### src/isel_pkg.sv
`default_nettype none
package isel_pkg;

  // --------------------------------------------------------------
  // operational states
  // --------------------------------------------------------------
  typedef enum logic [2:0] {
    ST_SAFE = 3'b001,
    ST_ACQ = 3'b010,
    ST_CHK = 3'b100
  } isel_state_t;

  // --------------------------------------------------------------
  // error codes and markers
  // --------------------------------------------------------------
  localparam logic [7:0] NO_CMD = 8'hff;
  localparam logic [7:0] ERR_POWERUP = 8'hfe;
  localparam logic [7:0] ERR_RESET = 8'hfd;
  localparam logic [7:0] ERR_NEXT_SLOT = 8'hf8;
  localparam logic [7:0] ERR_STATE = 8'h10;
  localparam logic [7:0] ERR_TRANSITION = 8'h11;
  localparam logic [7:0] SAFETY_NONE = 8'h00;
  localparam logic [31:0] LOG_FREE_TIME = 32'h46726565;

  // --------------------------------------------------------------
  // log geometry and register map (byte addresses)
  // --------------------------------------------------------------
  localparam int LOG_ENTRIES = 8;
  localparam int LOG_BYTES = 128;
  localparam int ENTRY_BYTES = 16;
  localparam logic [15:0] LOG_BASE = 16'h8200;
  localparam logic [15:0] REG_STATE = 16'h8000;
  localparam logic [15:0] REG_CNT_AR = 16'h8004;
  localparam logic [15:0] REG_CNT_EX = 16'h8008;
  localparam logic [15:0] REG_FAIL = 16'h800c;
  localparam logic [15:0] REG_CTRL = 16'h8010;
  localparam logic [15:0] REG_SAFETY = 16'h8014;
  localparam int CTRL_OVERRIDE = 0;
  localparam int CTRL_DOOR_EN = 1;
  localparam int CTRL_DUMP_REQ = 2;
  localparam logic [2:0] CTRL_RESET = 3'h2;
  localparam logic [15:0] CNT_RESET = 16'h0000;

  // --------------------------------------------------------------
  // carriers
  // --------------------------------------------------------------
  typedef struct packed {
    logic valid;
    logic [15:0] code;
    logic fmt_ok;
    logic [7:0] err_code;
    logic [2:0] ok_states;
    logic chg;
    isel_state_t target;
    logic clear;
  } isel_tc_t;

  typedef struct packed {
    logic done;
    logic ok;
    logic [7:0] code;
  } isel_exec_t;

  typedef struct packed {
    logic valid;
    logic [7:0] code;
  } isel_evt_t;

  // one 16-byte log entry, word 0 is the time
  typedef struct packed {
    logic [31:0] time_s;
    logic [7:0] code;
    logic [7:0] cmd;
    logic [7:0] state;
    logic [7:0] safety;
    logic [15:0] accepted;
    logic [15:0] rejected;
    logic [15:0] executed;
    logic [15:0] spare;
  } isel_entry_t;

  localparam isel_entry_t LOG_INIT_FREE = '{LOG_FREE_TIME, ERR_POWERUP,
    NO_CMD, 8'h00, 8'h00, 16'h0000, 16'h0000, 16'h0000, 16'h0000};
  localparam isel_entry_t LOG_INIT_NEXT = '{LOG_FREE_TIME, ERR_NEXT_SLOT,
    NO_CMD, 8'h00, 8'h00, 16'h0000, 16'h0000, 16'h0000, 16'h0000};

endpackage : isel_pkg
`default_nettype wire

### src/isel_core.sv
// Added by the designer: the register offsets and the address-and-strobe port.
`default_nettype none
module isel_core (
  input wire logic clk,
  input wire logic nrst,
  input wire isel_pkg::isel_tc_t tc,
  input wire isel_pkg::isel_exec_t exec,
  input wire isel_pkg::isel_evt_t fault,
  input wire isel_pkg::isel_evt_t safety_evt,
  input wire logic [31:0] met_time,
  input wire logic safe_req,
  input wire logic safety_timeout,
  input wire logic hv_cmd,
  input wire logic heater_cmd,
  input wire logic act_cmd,
  input wire logic act_bus_pwr,
  input wire logic dump_allowed,
  input wire logic [15:0] bus_addr,
  input wire logic [31:0] bus_wdata,
  input wire logic bus_wr,
  input wire logic bus_rd,
  output logic [31:0] bus_rdata,
  output isel_pkg::isel_state_t op_state,
  output logic hv_on,
  output logic heater_en,
  output logic act_en,
  output logic door_close,
  output logic acq_hw_en,
  output logic safety_chk_en,
  output logic hk_tm_en,
  output logic sci_tm_en,
  output logic dump_tm_en,
  output logic [15:0] cnt_accepted,
  output logic [15:0] cnt_rejected,
  output logic [15:0] cnt_executed,
  output logic [7:0] last_fail_code,
  output logic [7:0] last_failed_command,
  output logic [7:0] last_safety
);

  // --------------------------------------------------------------
  // state
  // --------------------------------------------------------------
  isel_pkg::isel_state_t state_r;
  isel_pkg::isel_state_t state_nxt;
  logic [2:0] pwr_sync_r;
  logic act_pwr_r;
  logic [2:0] ctrl_r;
  logic [7:0] cur_cmd_r;
  logic [15:0] acc_r;
  logic [15:0] rej_r;
  logic [15:0] exe_r;
  logic [7:0] fail_code_r;
  logic [7:0] fail_cmd_r;
  logic [7:0] safety_r;
  logic hv_r;
  logic heat_r;
  logic act_r;
  logic door_r;
  logic acqhw_r;
  logic schk_r;
  logic hk_r;
  logic sci_r;
  logic dump_r;
  logic [31:0] rdata_r;

  function automatic logic trans_ok(isel_pkg::isel_state_t cur,
                                    isel_pkg::isel_state_t tgt,
                                    logic blocked);
    trans_ok = (cur != isel_pkg::ST_SAFE) || (tgt == isel_pkg::ST_SAFE) ||
               !blocked;
  endfunction : trans_ok

  // --------------------------------------------------------------
  // command checking
  // --------------------------------------------------------------
  logic blocked_w;
  logic perm_w;
  logic trans_w;
  logic accept_w;
  logic reject_w;
  logic [7:0] rej_code_w;
  logic exec_fail_w;
  logic clr_w;
  logic err_w;
  logic log_wr_w;

  assign blocked_w = safety_timeout & ~ctrl_r[isel_pkg::CTRL_OVERRIDE];
  assign perm_w = |(tc.ok_states & state_r);
  assign trans_w = !tc.chg || trans_ok(state_r, tc.target, blocked_w);
  assign accept_w = tc.valid & tc.fmt_ok & perm_w & trans_w;
  assign reject_w = tc.valid & ~accept_w;
  assign rej_code_w = !tc.fmt_ok ? tc.err_code :
                      !perm_w ? isel_pkg::ERR_STATE :
                      isel_pkg::ERR_TRANSITION;
  assign exec_fail_w = exec.done & ~exec.ok;
  assign clr_w = accept_w & tc.clear;
  assign err_w = reject_w | exec_fail_w | fault.valid;
  assign log_wr_w = err_w | clr_w;

  // --------------------------------------------------------------
  // error fields
  // --------------------------------------------------------------
  logic [7:0] code_nxt;
  logic [7:0] cmd_nxt;

  assign code_nxt = reject_w ? rej_code_w :
                    exec_fail_w ? exec.code :
                    fault.valid ? fault.code :
                    clr_w ? isel_pkg::ERR_RESET : fail_code_r;
  assign cmd_nxt = reject_w ? tc.code[7:0] :
                   exec_fail_w ? cur_cmd_r :
                   fault.valid ? fail_cmd_r :
                   clr_w ? isel_pkg::NO_CMD : fail_cmd_r;

  // --------------------------------------------------------------
  // state transitions and outputs
  // --------------------------------------------------------------
  logic enter_safe_w;
  logic leave_safe_w;
  logic [7:0] safety_nxt;
  logic hv_nxt;

  assign state_nxt = (safe_req && state_r != isel_pkg::ST_SAFE) ?
                     isel_pkg::ST_SAFE :
                     (accept_w && tc.chg) ? tc.target : state_r;
  assign enter_safe_w = state_nxt == isel_pkg::ST_SAFE &&
                        state_r != isel_pkg::ST_SAFE;
  assign leave_safe_w = state_r == isel_pkg::ST_SAFE &&
                        state_nxt != isel_pkg::ST_SAFE;
  assign safety_nxt = safety_evt.valid ? safety_evt.code :
                      leave_safe_w ? isel_pkg::SAFETY_NONE : safety_r;
  assign hv_nxt = state_nxt == isel_pkg::ST_ACQ ||
                  (state_nxt == isel_pkg::ST_CHK && hv_cmd);

  always_ff @(posedge clk or negedge nrst) begin
    if (!nrst) begin
      state_r <= isel_pkg::ST_SAFE;
      hv_r <= 1'b0;
      heat_r <= 1'b0;
      act_r <= 1'b0;
      door_r <= 1'b0;
      acqhw_r <= 1'b0;
      schk_r <= 1'b0;
      hk_r <= 1'b0;
      sci_r <= 1'b0;
      dump_r <= 1'b0;
      safety_r <= isel_pkg::SAFETY_NONE;
    end else begin
      state_r <= state_nxt;
      hv_r <= hv_nxt;
      heat_r <= state_nxt != isel_pkg::ST_SAFE && heater_cmd;
      act_r <= state_nxt != isel_pkg::ST_SAFE && act_cmd;
      door_r <= enter_safe_w && ctrl_r[isel_pkg::CTRL_DOOR_EN] &&
                act_pwr_r;
      acqhw_r <= state_nxt == isel_pkg::ST_ACQ;
      schk_r <= state_nxt == isel_pkg::ST_ACQ || hv_nxt;
      hk_r <= 1'b1;
      sci_r <= state_nxt == isel_pkg::ST_ACQ;
      dump_r <= state_nxt == isel_pkg::ST_CHK &&
                ctrl_r[isel_pkg::CTRL_DUMP_REQ] && dump_allowed;
      safety_r <= safety_nxt;
    end
  end

  // --------------------------------------------------------------
  // counters and error fields
  // --------------------------------------------------------------
  always_ff @(posedge clk or negedge nrst) begin
    if (!nrst) begin
      acc_r <= isel_pkg::CNT_RESET;
      rej_r <= isel_pkg::CNT_RESET;
      exe_r <= isel_pkg::CNT_RESET;
      cur_cmd_r <= isel_pkg::NO_CMD;
      fail_code_r <= isel_pkg::ERR_POWERUP;
      fail_cmd_r <= isel_pkg::NO_CMD;
    end else begin
      acc_r <= acc_r + {15'h0, accept_w};
      rej_r <= rej_r + {15'h0, reject_w};
      exe_r <= exe_r + {15'h0, exec.done & exec.ok};
      if (accept_w) begin
        cur_cmd_r <= tc.code[7:0];
      end
      fail_code_r <= code_nxt;
      fail_cmd_r <= cmd_nxt;
    end
  end

  // --------------------------------------------------------------
  // actuator bus power pin synchroniser
  // --------------------------------------------------------------
  always_ff @(posedge clk or negedge nrst) begin
    if (!nrst) begin
      pwr_sync_r <= 3'h0;
      act_pwr_r <= 1'b0;
    end else begin
      pwr_sync_r <= {pwr_sync_r[1:0], act_bus_pwr};
      if (pwr_sync_r[1] == pwr_sync_r[2]) begin
        act_pwr_r <= pwr_sync_r[2];
      end
    end
  end

  // --------------------------------------------------------------
  // error log
  // --------------------------------------------------------------
  isel_pkg::isel_entry_t entry_w;
  logic [31:0] log_word_w;
  logic [2:0] log_ptr_w;

  assign entry_w = '{met_time, code_nxt, cmd_nxt, {5'h00, state_r},
                     safety_r, acc_r, rej_r, exe_r, 16'h0000};

  isel_log u_log (
    .clk(clk),
    .nrst(nrst),
    .wr(log_wr_w),
    .entry(entry_w),
    .rd_idx(bus_addr[6:2]),
    .rd_word(log_word_w),
    .ptr(log_ptr_w)
  );

  // --------------------------------------------------------------
  // register port
  // --------------------------------------------------------------
  logic in_log_w;
  logic [31:0] rd_mux_w;

  assign in_log_w = bus_addr[15:7] == isel_pkg::LOG_BASE[15:7];
  assign rd_mux_w =
    in_log_w ? log_word_w :
    bus_addr == isel_pkg::REG_STATE ? {21'h0, log_ptr_w, 5'h00,
                                       state_r} :
    bus_addr == isel_pkg::REG_CNT_AR ? {acc_r, rej_r} :
    bus_addr == isel_pkg::REG_CNT_EX ? {16'h0000, exe_r} :
    bus_addr == isel_pkg::REG_FAIL ? {16'h0000, fail_code_r, fail_cmd_r} :
    bus_addr == isel_pkg::REG_CTRL ? {29'h0, ctrl_r} :
    bus_addr == isel_pkg::REG_SAFETY ? {24'h000000, safety_r} :
    32'h00000000;

  always_ff @(posedge clk or negedge nrst) begin
    if (!nrst) begin
      ctrl_r <= isel_pkg::CTRL_RESET;
      rdata_r <= 32'h00000000;
    end else begin
      if (bus_wr && bus_addr == isel_pkg::REG_CTRL) begin
        ctrl_r <= bus_wdata[2:0];
      end
      rdata_r <= bus_rd ? rd_mux_w : 32'h00000000;
    end
  end

  assign bus_rdata = rdata_r;
  assign op_state = state_r;
  assign hv_on = hv_r;
  assign heater_en = heat_r;
  assign act_en = act_r;
  assign door_close = door_r;
  assign acq_hw_en = acqhw_r;
  assign safety_chk_en = schk_r;
  assign hk_tm_en = hk_r;
  assign sci_tm_en = sci_r;
  assign dump_tm_en = dump_r;
  assign cnt_accepted = acc_r;
  assign cnt_rejected = rej_r;
  assign cnt_executed = exe_r;
  assign last_fail_code = fail_code_r;
  assign last_failed_command = fail_cmd_r;
  assign last_safety = safety_r;

  logic [15:0] tot_w;
  assign tot_w = acc_r + rej_r;
endmodule : isel_core
`default_nettype wire

### src/isel_log.sv
`default_nettype none
module isel_log (
  input wire logic clk,
  input wire logic nrst,
  input wire logic wr,
  input wire isel_pkg::isel_entry_t entry,
  input wire logic [4:0] rd_idx,
  output logic [31:0] rd_word,
  output logic [2:0] ptr
);

  // --------------------------------------------------------------
  // storage
  // --------------------------------------------------------------
  isel_pkg::isel_entry_t mem [isel_pkg::LOG_ENTRIES];
  logic [2:0] ptr_r;
  logic [2:0] ptr_nxt;
  logic [127:0] rd_ent_w;

  assign ptr_nxt = ptr_r + 3'h1;
  assign ptr = ptr_r;
  assign rd_ent_w = mem[rd_idx[4:2]];
  assign rd_word = rd_ent_w[{~rd_idx[1:0], 5'h00} +: 32];

  always_ff @(posedge clk or negedge nrst) begin
    if (!nrst) begin
      for (int i = 0; i < isel_pkg::LOG_ENTRIES; i++) begin
        mem[i] <= (i == 0) ? isel_pkg::LOG_INIT_NEXT :
                             isel_pkg::LOG_INIT_FREE;
      end
      ptr_r <= 3'h0;
    end else if (wr) begin
      mem[ptr_r] <= entry;
      mem[ptr_nxt].code <= isel_pkg::ERR_NEXT_SLOT;
      ptr_r <= ptr_nxt;
    end
  end
endmodule : isel_log
`default_nettype wire

### config.mk
export PLATFORM = sky130hd
export DESIGN_NAME = isel_core
export DESIGN_NICKNAME = d
export VERILOG_FILES = /design/src/isel_pkg.sv /design/src/isel_core.sv /design/src/isel_log.sv
export SDC_FILE = /design/constraint.sdc
export NUM_CORES = 2
export LEC_CHECK = 0
export CELL_PAD_IN_SITES_DETAIL_PLACEMENT = 0
export CELL_PAD_IN_SITES_GLOBAL_PLACEMENT = 1
export CORE_MARGIN = 2
export CORE_UTILIZATION = 50
export DETAILED_ROUTE_END_ITERATION = 8
export DONT_BUFFER_PORTS = 1
export HOLD_SLACK_MARGIN = 0.08
export PLACE_DENSITY_LB_ADDON = 0.1
export SLEW_MARGIN = 20
export SYNTH_ARGS = -nofsm -noshare
export SYNTH_HDL_FRONTEND = slang
export SYNTH_SLANG_ARGS = --single-unit
### constraint.sdc
create_clock -name clk -period 3.1 [get_ports clk]
set_input_delay 0.155 -clock clk [delete_from_list [all_inputs] [get_ports clk]]
set_output_delay 0.155 -clock clk [all_outputs]
set_load 0.01 [all_outputs]
==> results.rst <==
.. list-table::
   :header-rows: 1

   * - Metric
     - Value
   * - Global routing usage summed across all routing layers
     - ~27%
   * - Yosys warning total
     - 0
   * - Worst min-delay path category
     - in2async
   * - Die outline area
     - between 90000 and 100000 um2
   * - Worst slew slack as a fraction of its limit
     - between 10% and 20%
   * - Clk Tree Root Cell
     - sky130_fd_sc_hd__clkbuf_16
   * - Longest individual stage delay on the worst path
     - roughly 0.64 ns
   * - Combined area of all synthesized cells
     - ~45000 um2
   * - Actual slew at the worst max-slew pin
     - 1.215 ns
   * - Final-layout setup total negative slack
     - 0 ns
   * - Arrival time of the worst setup path
     - 3.58 ns
   * - Initial antenna violation count
     - 3
   * - Final worst-path cycle share
     - approximately 96%
   * - Crit-path most repeated cell
     - sky130_fd_sc_hd__dlygate4sd3_1
   * - Cell family with the largest share of critical-path delay
     - buffers and inverters
   * - Critical path launch point type
     - register
   * - Outcome
     - complete, no violations
   * - Starting utilization of the core area
     - roughly 51%
   * - Chain of cells forming the critical path
     - a222oi_1 > a311o_2 > o211ai_1 > dlygate4sd3_1 > o21ai_1 > dlygate4sd3_1 > buf_4 > o22a_1
   * - Final instance area
     - about 50000 um2
   * - Combined buffer and inverter count along the critical path
     - 3
   * - Placed Instance Area
     - 45940 um2
   * - Via-per-instance ratio
     - roughly 6.2
   * - Pin count of the biggest net entering global routing
     - about 990
   * - Peak VDD IR
     - between 500 and 600 uV
   * - Drt total wl
     - between 100000 and 150000 um
   * - Fmax achieved
     - around 340 MHz
   * - Setup slack on the worst flop-to-flop path
     - between 0.1 and 0.15 ns
   * - Count of unique library cells instantiated by Yosys
     - 67
   * - Overflow after GRT
     - 0
   * - Setup CP Type
     - reg2reg
   * - Remaining DRCs
     - 0
   * - Routability Congestion
     - 0.8730
   * - Post-synth top flop
     - sky130_fd_sc_hd__dfrtp_1
   * - Area added between synthesis and finish
     - 13.75%
   * - Die boundary height
     - a little over 300 um
   * - Number of enable flip-flop cells after synthesis
     - 0
   * - Std-Cell Rows
     - roughly 110
   * - Clock skew after layout
     - about 0.021 ns
   * - Number of top-level pins
     - about 270
   * - RSZ-0062 raised after global routing
     - no
   * - Slowest library cell on the worst path
     - sky130_fd_sc_hd__dfstp_2
   * - Static leakage power
     - between 0.02 and 0.025 uW
   * - Post-Synthesis Net Count
     - about 3300
   * - First-pass iteration count of the detailed router
     - 7
   * - Power per unit of standard cell area
     - between 800 and 900 nW/um2
   * - Leading cell types in the layout, fill and taps excluded
     - 725 x sky130_fd_sc_hd__dfrtp_1, 659 x sky130_fd_sc_hd__mux2_2, 263 x sky130_fd_sc_hd__dfstp_2
   * - Share of flip-flops with an asynchronous set or reset after synthesis
     - 100.0%
   * - Final setup vio count
     - 0
   * - Die width
     - just over 300 um
   * - Syn_area_per_cell
     - around 14 um2
   * - Proportion of synthesized chip area in sequential cells
     - between 50% and 60%
   * - TritonCTS Sinks
     - between 900 and 1000
   * - Final-stage net count
     - between 3000 and 4000
   * - Routed wire per std cell
     - between 20 and 30 um
   * - Number of instances in the synthesized netlist
     - 3112
   * - Clock tree from TritonCTS
     - built
   * - Most frequent standard cell in the layout excluding fill and tap cells
     - sky130_fd_sc_hd__dfrtp_1
   * - Final hold violations
     - 0
   * - TritonCTS Buffers
     - 105
   * - Clock-pin slew on the worst setup and hold paths
     - approximately 0.060 ns
   * - Cell type with the largest total area after synthesis
     - sky130_fd_sc_hd__dfrtp_1
   * - Layout cells sized above 1
     - a little over two fifths
   * - Final critical path time including I/O delays and setup
     - about 3.0 ns
   * - Source-to-sink clock delay at the later pin of the worst-skew pair
     - roughly 0.67 ns
   * - H-tree lvl count
     - 3
   * - Via count of the first global-routing pass
     - a little under 30000
   * - Required time of the worst setup path
     - about 3.7 ns
   * - Highest net fanout along the worst path
     - 9
   * - Core Area
     - 88650 um2
   * - Number of routed nets with antenna violations
     - 0
   * - Max-cap viol count
     - 0
   * - Cell types with the largest area share after synthesis
     - sky130_fd_sc_hd__dfrtp_1 40%, sky130_fd_sc_hd__mux2_2 17%, sky130_fd_sc_hd__dfstp_2 15%, sky130_fd_sc_hd__mux4_2 11%, sky130_fd_sc_hd__o21ai_0 2.1%
   * - HPWL after detailed placement
     - between 70000 and 80000 um
   * - Clock buffer depth
     - 3
   * - Global-route wire length before repair
     - roughly 190000 um
   * - Critical path capture point type
     - register
   * - Count of routing violations after the opening detailed-route iteration
     - between 2000 and 2500
   * - Yosys top cell area share
     - approximately two fifths
   * - Port bufs
     - 0
   * - Final Max Slew Viols
     - 0
   * - Number of synthesized register bits
     - ~990
   * - Via count
     - approximately 28000
==> cell families after synthesis <==
| kind of cell | count (synthesis) | share of synthesized area, % |
|---|---|---|
| AO/OA/AOI/OAI | 458 | 6.678 |
| other | 1 | 0.008350 |
| multiplexers | 966 | 29.62 |
| buffers and inverters | 290 | 3.129 |
| adder cells (fa/ha/maj) | 8 | 0.2173 |
| XOR/XNOR | 46 | 0.8971 |
| flip-flops | 988 | 55.78 |
| AND/OR/NAND/NOR | 355 | 3.669 |
==> stage by stage <==
step                setup slack, ns  hold slack, ns  total power (uW)  cells  utilization, %
finish                       0.1155         0.08094             45620   4433           57.63
global route               0.008625          0.1095             47910   4432           57.63
CTS                        0.001334         -0.8024             45680   4423           57.37
detailed placement           0.2586        -0.08153             32580   4092           51.83
global placement             0.2307        -0.07975             31740   4092           51.83
floorplan                    0.5162         -0.1406             28820   3112               -
==> layout make-up <==
class	count	area (um2)
tap	1165	1458
antenna	1	2.502
clock buffer	170	3308
inverter	27	101.3
sequential	988	25050
multi-input combinational	1834	18490
clock inverter	29	255.2
timing repair buffer	219	2415
fill	7032	37560
==> where the power goes <==
group	switching [uW]	total (uW)	leakage (uW)	internal, uW
Clock	5150	12800	0.00178	7600
Combinational	5860	12400	0.00827	6550
Sequential	2470	20500	0.0122	18000
Total	13500	45600	0.0223	32100
==> synthesized netlist by cell type (12+ instances only) <==
master,n
sky130_fd_sc_hd__nor2b_1,14
sky130_fd_sc_hd__mux2i_1,61
sky130_fd_sc_hd__buf_1,20
sky130_fd_sc_hd__dfrtp_1,725
sky130_fd_sc_hd__mux2_1,24
sky130_fd_sc_hd__a22oi_1,37
sky130_fd_sc_hd__o21ai_1,12
sky130_fd_sc_hd__o211ai_1,16
sky130_fd_sc_hd__and3_1,13
sky130_fd_sc_hd__o22a_1,18
sky130_fd_sc_hd__a22o_1,26
sky130_fd_sc_hd__buf_4,19
sky130_fd_sc_hd__dfstp_2,263
sky130_fd_sc_hd__nand2_1,174
sky130_fd_sc_hd__nand3_1,33
sky130_fd_sc_hd__clkbuf_1,118
sky130_fd_sc_hd__inv_1,27
sky130_fd_sc_hd__buf_2,88
sky130_fd_sc_hd__mux2_2,659
sky130_fd_sc_hd__mux4_2,218
sky130_fd_sc_hd__buf_6,18
sky130_fd_sc_hd__xnor2_1,36
sky130_fd_sc_hd__a2bb2oi_1,34
sky130_fd_sc_hd__a21oi_1,21
sky130_fd_sc_hd__nor2_1,55
sky130_fd_sc_hd__o21ai_0,192
sky130_fd_sc_hd__o22ai_1,47
sky130_fd_sc_hd__a211oi_1,24
==> layer usage <==
metal	track usage [%]	vias up	wire length, um
met1	36.43	14880	52350
met3	5.192	220	6683
met2	45.32	739	61480
li1	-	11670	-
met5	0	-	26
met4	9.291	4	4468
==> registers in the layout, indices dropped and copies added (netlist names) <==
name,count
u_log.ptr,3
bus_rdata,32
pwr_sync_r,3
heater_en,1
last_failed_command,8
cnt_executed,16
u_log.mem,856
op_state,3
act_pwr_r,1
act_en,1
hk_tm_en,1
hv_on,1
cnt_accepted,16
sci_tm_en,1
cnt_rejected,16
last_fail_code,8
last_safety,8
dump_tm_en,1
ctrl_r,3
door_close,1
cur_cmd_r,8
==> what timing repair did <==
action	CTS	global route
setup endpoints to repair	0	15
resized for setup	0	7
buffers inserted	0	2
endpoints found under the hold margin	1443	420
hold buffers	132	2
==> final timing paths <==
path | to | cells after the start | from
worst max-delay path | u_log.mem[348] | 8 | op_state[0]
worst min-delay path | u_log.mem[794] | 2 | nrst
worst max register to register | u_log.mem[348] | 8 | op_state[0]
worst min register to register | pwr_sync_r[1] | 0 | pwr_sync_r[0]
max in group asynchronous | u_log.mem[508] | 4 | nrst
min in group clk | u_log.mem[858] | 4 | fault[2]
(Power assumes the default switching activity.)
